$ cat src/hdl/rcd_pkg.sv
// rcd_pkg: shared constants for the calendar date block (weekday, month, year).
// assumes: both ends import it; one clock, async active-high reset.
package rcd_pkg;
    localparam int          ADDR_W         = 8;
    localparam int          DATA_W         = 8;
    localparam logic [7:0]  OFS_WEEKDAY    = 8'h0A;
    localparam logic [7:0]  OFS_MONTH      = 8'h0B;
    localparam logic [7:0]  OFS_YEAR       = 8'h0C;
    // device-side control register; bit positions below
    localparam logic [7:0]  OFS_UPDATE     = 8'h10;
    localparam int          BIT_WR_UPD     = 0;
    localparam int          BIT_RD_UPD     = 1;
    localparam int          BIT_BCD        = 2;
    localparam int          BIT_DAY_TICK   = 3;
    // host-side registers
    localparam logic [7:0]  HOFS_ADDR      = 8'h00;
    localparam logic [7:0]  HOFS_WDATA     = 8'h01;
    localparam logic [7:0]  HOFS_CMD       = 8'h02;
    localparam logic [7:0]  HOFS_RDATA     = 8'h03;
    localparam logic [7:0]  HOFS_STATUS    = 8'h04;
    localparam int          CMD_WRITE      = 0;
    localparam int          CMD_READ       = 1;
    localparam logic [7:0]  RST_WEEKDAY    = 8'h01;
    localparam logic [7:0]  RST_MONTH      = 8'h01;
    localparam logic [7:0]  RST_YEAR       = 8'h00;
    localparam logic [6:0]  WEEKDAY_FIRST  = 7'h01;
    localparam logic [6:0]  WEEKDAY_LAST   = 7'h40;
    localparam logic [7:0]  MONTH_LAST_BIN = 8'h0C;
    localparam logic [7:0]  MONTH_LAST_BCD = 8'h12;
    localparam logic [7:0]  YEAR_LAST_BIN  = 8'h63;
    localparam logic [7:0]  YEAR_LAST_BCD  = 8'h99;
    localparam logic [7:0]  FIELD_ERR      = 8'hFF;
endpackage

$ cat src/hdl/rcd_reg_if.sv
// rcd_reg_if: register port between host controller and calendar device.
// assumes: both ends on the same clock; read data valid one cycle after rd.
`timescale 1ns/1ps
interface rcd_reg_if;
    import rcd_pkg::*;
    logic [ADDR_W-1:0] addr;
    logic [DATA_W-1:0] wdata;
    logic              wr;
    logic              rd;
    logic [DATA_W-1:0] rdata;
    modport host   (output addr, output wdata, output wr, output rd, input rdata);
    modport device (input addr, input wdata, input wr, input rd, output rdata);
endinterface

$ cat src/hdl/rcd_device.sv
// rcd_device: double-buffered weekday, month and year counters.
// assumes: host drives the register port on this clock; sys_rst is the
// rtc supply undervoltage reset.
// Behaviour
// - writes held, loaded on write-update request
// - read copies refresh only on read-update
// - weekday is seven-bit one-hot
// - bit zero Sunday up to bit six Saturday
// - binary month holds one to twelve
// - bcd month tens zero/one, units 0-9
// - bcd month between one and twelve
// - binary year holds zero to ninety-nine
// - bcd year two decimal digits
// - one format bit: binary or bcd
//
// Strobed register access was chosen for this implementation.
`timescale 1ns/1ps
module rcd_device (
    input  wire logic clock,
    input  wire logic sys_rst,
    input  wire logic clk_en,
    rcd_reg_if.device bus,
    output logic      bcd_mode,
    output logic      field_error
);
    import rcd_pkg::*;

    // holding buffer: host writes land here until a write-update
    logic [7:0] hw_q;
    logic [7:0] hw_d;
    logic [7:0] hm_q;
    logic [7:0] hm_d;
    logic [7:0] hy_q;
    logic [7:0] hy_d;

    // read snapshot: what the host sees between read-updates
    logic [7:0] rw_q;
    logic [7:0] rw_d;
    logic [7:0] rm_q;
    logic [7:0] rm_d;
    logic [7:0] ry_q;
    logic [7:0] ry_d;

    // running counters, read data, format bit and error flag
    logic [7:0] cw_q;
    logic [7:0] cw_d;
    logic [7:0] cm_q;
    logic [7:0] cm_d;
    logic [7:0] cy_q;
    logic [7:0] cy_d;
    logic [7:0] rdata_q;
    logic [7:0] rdata_d;
    logic       bcd_q;
    logic       bcd_d;
    logic       err_q;
    logic       err_d;

    // decoded control strobes, year carry and field checks
    logic       ctl_wr;
    logic       day_tick;
    logic       wr_upd;
    logic       rd_upd;
    logic       wrap_y;
    logic       wday_bad;
    logic       month_bad;
    logic       year_bad;

    assign bus.rdata   = rdata_q;
    assign bcd_mode    = bcd_q;
    assign field_error = err_q;

    function automatic logic [7:0] inc(input logic [7:0] v, input logic bcd);
        // bcd units roll at nine into the tens digit
        if (bcd && v[3:0] == 4'h9) begin
            inc = {v[7:4] + 4'h1, 4'h0};
        end else begin
            inc = v + 8'h01;
        end
    endfunction

    function automatic logic month_ok(input logic [7:0] v, input logic bcd);
        if (bcd) begin
            month_ok = v[7:5] == 3'h0 && v[3:0] <= 4'h9 && v != 8'h00
                       && v <= MONTH_LAST_BCD;
        end else begin
            month_ok = v != 8'h00 && v <= MONTH_LAST_BIN;
        end
    endfunction

    function automatic logic year_ok(input logic [7:0] v, input logic bcd);
        if (bcd) begin
            year_ok = v[7:4] <= 4'h9 && v[3:0] <= 4'h9;
        end else begin
            year_ok = v <= YEAR_LAST_BIN;
        end
    endfunction

    assign ctl_wr   = bus.wr && bus.addr == OFS_UPDATE;
    assign day_tick = ctl_wr && bus.wdata[BIT_DAY_TICK];
    assign wr_upd   = ctl_wr && bus.wdata[BIT_WR_UPD];
    assign rd_upd   = ctl_wr && bus.wdata[BIT_RD_UPD];
    // flags a running value outside its legal coding
    assign wday_bad  = !$onehot(cw_q[6:0]) || cw_q[7];
    assign month_bad = !month_ok(cm_q, bcd_q);
    assign year_bad  = !year_ok(cy_q, bcd_q);

    always_comb begin
        hw_d    = hw_q;
        hm_d    = hm_q;
        hy_d    = hy_q;
        rw_d    = rw_q;
        rm_d    = rm_q;
        ry_d    = ry_q;
        cw_d    = cw_q;
        cm_d    = cm_q;
        cy_d    = cy_q;
        bcd_d   = bcd_q;
        rdata_d = 8'h00;
        wrap_y  = 1'b0;
        // day tick advances the running counters
        // a tick in the same write as a format change counts in the old format
        if (day_tick) begin
            if (cw_q[6:0] == WEEKDAY_LAST) begin
                cw_d = {1'b0, WEEKDAY_FIRST};
            end else begin
                cw_d = {1'b0, cw_q[5:0], 1'b0};
            end
            if (cm_q == (bcd_q ? MONTH_LAST_BCD : MONTH_LAST_BIN)) begin
                cm_d   = RST_MONTH;
                wrap_y = 1'b1;
            end else begin
                cm_d = inc(cm_q, bcd_q);
            end
            if (wrap_y) begin
                if (cy_q == (bcd_q ? YEAR_LAST_BCD : YEAR_LAST_BIN)) begin
                    cy_d = RST_YEAR;
                end else begin
                    cy_d = inc(cy_q, bcd_q);
                end
            end
        end
        // a write-update overrides a tick in the same write
        if (wr_upd) begin
            cw_d = hw_q;
            cm_d = hm_q;
            cy_d = hy_q;
        end
        // the snapshot takes the running value from before this write
        if (rd_upd) begin
            rw_d = cw_q;
            rm_d = cm_q;
            ry_d = cy_q;
        end
        if (ctl_wr) begin
            bcd_d = bus.wdata[BIT_BCD];
        end
        if (bus.wr) begin
            unique case (bus.addr)
                OFS_WEEKDAY: hw_d = {1'b0, bus.wdata[6:0]};
                OFS_MONTH:   hm_d = {3'h0, bus.wdata[4:0]};
                OFS_YEAR:    hy_d = bus.wdata;
                default: ;
            endcase
        end
        if (bus.rd) begin
            unique case (bus.addr)
                OFS_WEEKDAY: rdata_d = rw_q;
                OFS_MONTH:   rdata_d = rm_q;
                OFS_YEAR:    rdata_d = ry_q;
                OFS_UPDATE:  rdata_d = {5'h00, bcd_q, 2'h0};
                // unmapped addresses read as zero
                default:     rdata_d = 8'h00;
            endcase
        end
        err_d = wday_bad || month_bad || year_bad;
    end

    // clk_en low freezes every register, the read data included
    always_ff @(posedge clock or posedge sys_rst) begin
        if (sys_rst) begin
            hw_q    <= RST_WEEKDAY;
            hm_q    <= RST_MONTH;
            hy_q    <= RST_YEAR;
            rw_q    <= RST_WEEKDAY;
            rm_q    <= RST_MONTH;
            ry_q    <= RST_YEAR;
            cw_q    <= RST_WEEKDAY;
            cm_q    <= RST_MONTH;
            cy_q    <= RST_YEAR;
            bcd_q   <= 1'b0;
            rdata_q <= 8'h00;
            err_q   <= 1'b0;
        end else if (clk_en) begin
            hw_q    <= hw_d;
            hm_q    <= hm_d;
            hy_q    <= hy_d;
            rw_q    <= rw_d;
            rm_q    <= rm_d;
            ry_q    <= ry_d;
            cw_q    <= cw_d;
            cm_q    <= cm_d;
            cy_q    <= cy_d;
            bcd_q   <= bcd_d;
            rdata_q <= rdata_d;
            err_q   <= err_d;
        end
    end
endmodule

$ cat src/flat_wrapper.sv
// flat-port wrapper written by rule: the top's interface ports become plain ports
module rcd_device_flat import rcd_pkg::*;
  (clock, sys_rst, clk_en, bcd_mode, field_error, bus_addr, bus_wdata, bus_wr, bus_rd, bus_rdata);
  rcd_reg_if bus_i ();
  input  wire logic clock;
  input  wire logic sys_rst;
  input  wire logic clk_en;
  output logic bcd_mode;
  output logic field_error;
  input wire logic [$bits(bus_i.addr)-1:0] bus_addr;
  input wire logic [$bits(bus_i.wdata)-1:0] bus_wdata;
  input wire logic [$bits(bus_i.wr)-1:0] bus_wr;
  input wire logic [$bits(bus_i.rd)-1:0] bus_rd;
  output wire logic [$bits(bus_i.rdata)-1:0] bus_rdata;
  assign bus_i.addr = bus_addr;
  assign bus_i.wdata = bus_wdata;
  assign bus_i.wr = bus_wr;
  assign bus_i.rd = bus_rd;
  assign bus_rdata = bus_i.rdata;
  rcd_device u_core (.clock(clock), .sys_rst(sys_rst), .clk_en(clk_en), .bus(bus_i), .bcd_mode(bcd_mode), .field_error(field_error));
endmodule
$ cat config.mk
export PLATFORM = sky130hd
export DESIGN_NAME = rcd_device_flat
export DESIGN_NICKNAME = d
export VERILOG_FILES = /design/src/hdl/rcd_pkg.sv /design/src/hdl/rcd_reg_if.sv /design/src/hdl/rcd_device.sv /design/src/flat_wrapper.sv
export SDC_FILE = /design/constraint.sdc
export NUM_CORES = 1
export LEC_CHECK = 0
export BUFFER_PORTS_ARGS = -buffer_cell sky130_fd_sc_hd__buf_2
export CAP_MARGIN = 5
export CORE_ASPECT_RATIO = 1.5
export CORE_MARGIN = 2
export CORE_UTILIZATION = 50
export CTS_CLUSTER_SIZE = 25
export DETAILED_ROUTE_END_ITERATION = 7
export PLACE_DENSITY = 0.65
export SETUP_SLACK_MARGIN = 0.02
export SKIP_CTS_REPAIR_TIMING = 1
export SYNTH_ARGS = -nofsm -noshare
export SYNTH_HDL_FRONTEND = slang
export SYNTH_SLANG_ARGS = --single-unit
$ cat constraint.sdc
create_clock -name clock -period 4 [get_ports clock]
set_input_delay 0.6 -clock clock [delete_from_list [all_inputs] [get_ports clock]]
set_output_delay 0.6 -clock clock [all_outputs]
set_load 0.005 [all_outputs]
==> summary.txt <==
Clocking
  • Clock transition at path regs: 0.06 ns
  • Clock network latency to the later pin of the worst-skew pair: 0.34 ns
  • # H-tree levels: 3
  • CTS Buffer Depth: 2
  • CTS Root Buffer Type: sky130_fd_sc_hd__clkbuf_16
  • Number of clock sinks: 76
  • Total clock buffers created by CTS: 9
  • CTS tree: yes

Setup path
  • Setup slack of the most critical reg-to-reg path: 1.48 ns
  • Setup Crit Path Kind: flop to flop
  • Worst-path cell with the longest stage delay: sky130_fd_sc_hd__fa_1
  • CP Data Required Time: 4.21 ns
  • Most frequent cell on the critical path: sky130_fd_sc_hd__inv_1
  • Slowest stage delay, CP: 0.50 ns
  • Beginning of the critical path: u_core.cw_q[5]
  • Critical R2R Launch: u_core.cw_q[5]
  • Setup crit start kind: flop
  • Worst path top cell family by delay: adder cells
  • Max FO, Critical Path: 3
  • Number of buffer and inverter instances along the worst setup path: 3
  • Cells along the critical path: inv_1, ha_1, inv_1, fa_1, inv_1, ha_1, fa_1, nor4_1, a31oi_1
  • Critical path capture point type: flop
  • Critical path data arrival time: 2.74 ns

Placed design
  • Count of input and output buffers: 30
  • Area after detailed placement: 4390 um2
  • Post-Place Setup Slack: 1.23 ns
  • Global placement routability congestion: 0.882
  • Half-perimeter wire length after detailed placement: 7.48 mm

Cells and area
  • Fill cells: 711
  • Combined area of the multi-input logic cells: 2010 um2
  • Area Growth Syn to Fin: 13.5%
  • Most frequent cells in the layout: 70 x sky130_fd_sc_hd__dfrtp_1, 38 x sky130_fd_sc_hd__inv_1, 35 x sky130_fd_sc_hd__nand2_1
  • Commonest non-fill, non-tap cell in the layout: sky130_fd_sc_hd__dfrtp_1
  • Post-Layout Inst Area: 4720 um2
  • Reg area: 1910 um2
  • Number of diodes added for antenna fixing: 0
  • Layout cells sized above 1: 0.204
  • Net total in the final layout: 485
  • Share of the core filled with cells in the final layout: 0.586

Route
  • Detailed-route via count: 3,343
  • Drt total wl: 10.1 mm
  • Mean routed wirelength per cell: 18.4 um
  • DR DRC count: 0
  • DR iter-0 viols: 178
  • DR vias/cell: 6.08
  • Drt first pass iters: 5
  • Post-route antenna net violation count: 0

Die
  • DIE WIDTH: 78.5 um
  • Total die area: 9080 um2
  • Effective utilization at floorplan: 0.516
  • Top-level I/O count: 31
  • Vert. Die Dim: 116 um
  • Number of placement rows: 40
  • Core area: 8060 um2

GRT
  • Number of global-route vias before repair: 3,210
  • Global route total overflow: 0
  • Wire length of the first global-routing pass: 16.7 mm
  • Combined global-route utilization of all metal layers: 0.245
  • Antenna violations before repair: 0
  • Pin count of the biggest net entering global routing: 55

Power and ir drop
  • Power share of the combinational group: 0.037
  • Switching Power: 0.000351 W
  • Peak supply drop: 0.000390 V
  • Reg power frac: 0.450
  • Total power divided by cell area: 373 nW/um2
  • Clock network power share: 0.512
  • Sw Share: 0.199
  • Power Internal: 0.00141 W
  • Leakage power total: 2.13 nW

Logic synthesis
  • Distinct cell type count after synthesis: 58
  • Ys async rst share: 1.00
  • Post-synth net total: 462
  • Most frequently used flop master after synthesis: sky130_fd_sc_hd__dfrtp_1
  • Avg Cell Area, Syn: 9.98 um2
  • EDFF count, synth: 0
  • Number of instances in the synthesized netlist: 417
  • Register bit count reported by yosys: 76
  • Post-synthesis cell area: 4160 um2
  • Share of synthesized area occupied by flip-flops and latches: 0.459
  • Count of warnings emitted by yosys: 0

Timing
  • Shortest period the worst path allows: 2.52 ns
  • RSZ-0062 raised after global routing: false
  • Final setup violating endpoints: 0
  • Slew at the pin closest to its max-slew limit: 0.893 ns
  • Number of pins with negative max-slew slack in the final report: 0
  • Number of hold violations in the final report: 0
  • Share of the cycle needed by the critical path after routing: 0.631
  • Final total negative setup slack: 0 ns
  • Worst rel slew slack: 0.400
  • Clock Skew: 0.00482 ns
  • Worst Setup Slack, final: 1.48 ns
  • Peak Freq: 396 MHz

Run status
  • Run status: finished clean

Worst hold path
  • Path type of the worst min-delay path: input pin to async pin

Flow run
  • Max-cap check violation count: 0
==> synth_stat cells (7+ instances only) <==
cell                        n  share of area
sky130_fd_sc_hd__a21o_1     7          0.013
sky130_fd_sc_hd__a21oi_1   21          0.025
sky130_fd_sc_hd__a22oi_1   12          0.022
sky130_fd_sc_hd__clkbuf_1  17          0.015
sky130_fd_sc_hd__dfrtp_1   70           0.42
sky130_fd_sc_hd__ha_1      21          0.063
sky130_fd_sc_hd__inv_1     39          0.035
sky130_fd_sc_hd__mux2_2    25          0.068
sky130_fd_sc_hd__nand2_1   35          0.032
sky130_fd_sc_hd__nand4_1    7          0.011
sky130_fd_sc_hd__nor2_1    11         0.0099
sky130_fd_sc_hd__nor3_1     9          0.011
sky130_fd_sc_hd__o21ai_0   33          0.040
sky130_fd_sc_hd__o22ai_1    8          0.012
==> power groups by stage <==
stage / Combinational (W) / Clock (W) / Sequential, W
global route: 0.0000758 / 0.000950 / 0.000795
detailed placement: 0.0000678 / 0 / 0.000807
CTS: 0.0000680 / 0.000922 / 0.000794
finish: 0.0000661 / 0.000903 / 0.000794
global placement: 0.0000666 / 0 / 0.000807
floorplan: 0.0000410 / 0 / 0.000801
==> per-stage QoR <==
| stage | hold WS [ns] | std cells | power [W] |
|---|---|---|---|
| finish | 0.276 | 550 | 0.00176 |
| detailed placement | 0.473 | 534 | 0.000875 |
| floorplan | 0.449 | 417 | 0.000842 |
| global placement | 0.464 | 534 | 0.000874 |
| CTS | 0.285 | 550 | 0.00178 |
| global route | 0.315 | 550 | 0.00182 |
==> worst reg2reg max path, delay by kind of cell, from the launching register on <==
| kind | cells | cell delay [ns] |
|---|---|---|
| adders and majority gates | 4 | 1.41 |
| DFF | 1 | 0.38 |
| and+or+nand+nor | 1 | 0.27 |
| buffers and inverters | 3 | 0.19 |
| AOI/OAI and AO/OA | 1 | 0.12 |
==> layer usage <==
metal	vias up	share of wire	routed length, um	track usage
met2	102	0.49	4920	0.384
met4	0	0.036	361	0.133
li1	1565	-	-	-
met1	1652	0.43	4380	0.324
met3	24	0.043	433	0.0436
met5	-	0	0	0
==> flip-flops by register name (all words and copies together), names as in the netlist, 5 cells and up <==
register	cells
u_core.bus.rdata	8
u_core.cm_q	8
u_core.cw_q	7
u_core.cy_q	8
u_core.hm_q	5
u_core.hw_q	7
u_core.hy_q	8
u_core.rm_q	8
u_core.rw_q	7
u_core.ry_q	8
==> cell families (layout without fill, tap and decap cells) <==
logic type,Yosys count,count (layout),share of synthesized area
compound gates,119,119,0.186
xor+xnor,2,2,0.00421
flops,76,76,0.459
mux,26,26,0.0701
fa+ha+maj,24,24,0.0776
buf+inv,63,91,0.0601
simple gates,107,107,0.144
==> final timing paths <==
kind                                        to  cells past startpoint
min reg2reg                     u_core.ry_q[4]                      2
min                        u_core.bus.rdata[0]                      2
max                         u_core.field_error                      9
max in group asynchronous       u_core.cw_q[6]                      3
max reg2reg                 u_core.field_error                      9
min in group clock              u_core.ry_q[4]                      2
==> layout make-up <==
cell class | count | share of cell area
timing repair buffer | 36 | 0.0413
clock inverter | 5 | 0.0212
inverter | 39 | 0.0310
multi-input combinational | 278 | 0.425
clock buffer | 11 | 0.0493
tap | 105 | 0.0278
sequential | 76 | 0.404
Note: power is estimated with default switching activity, not from simulation.
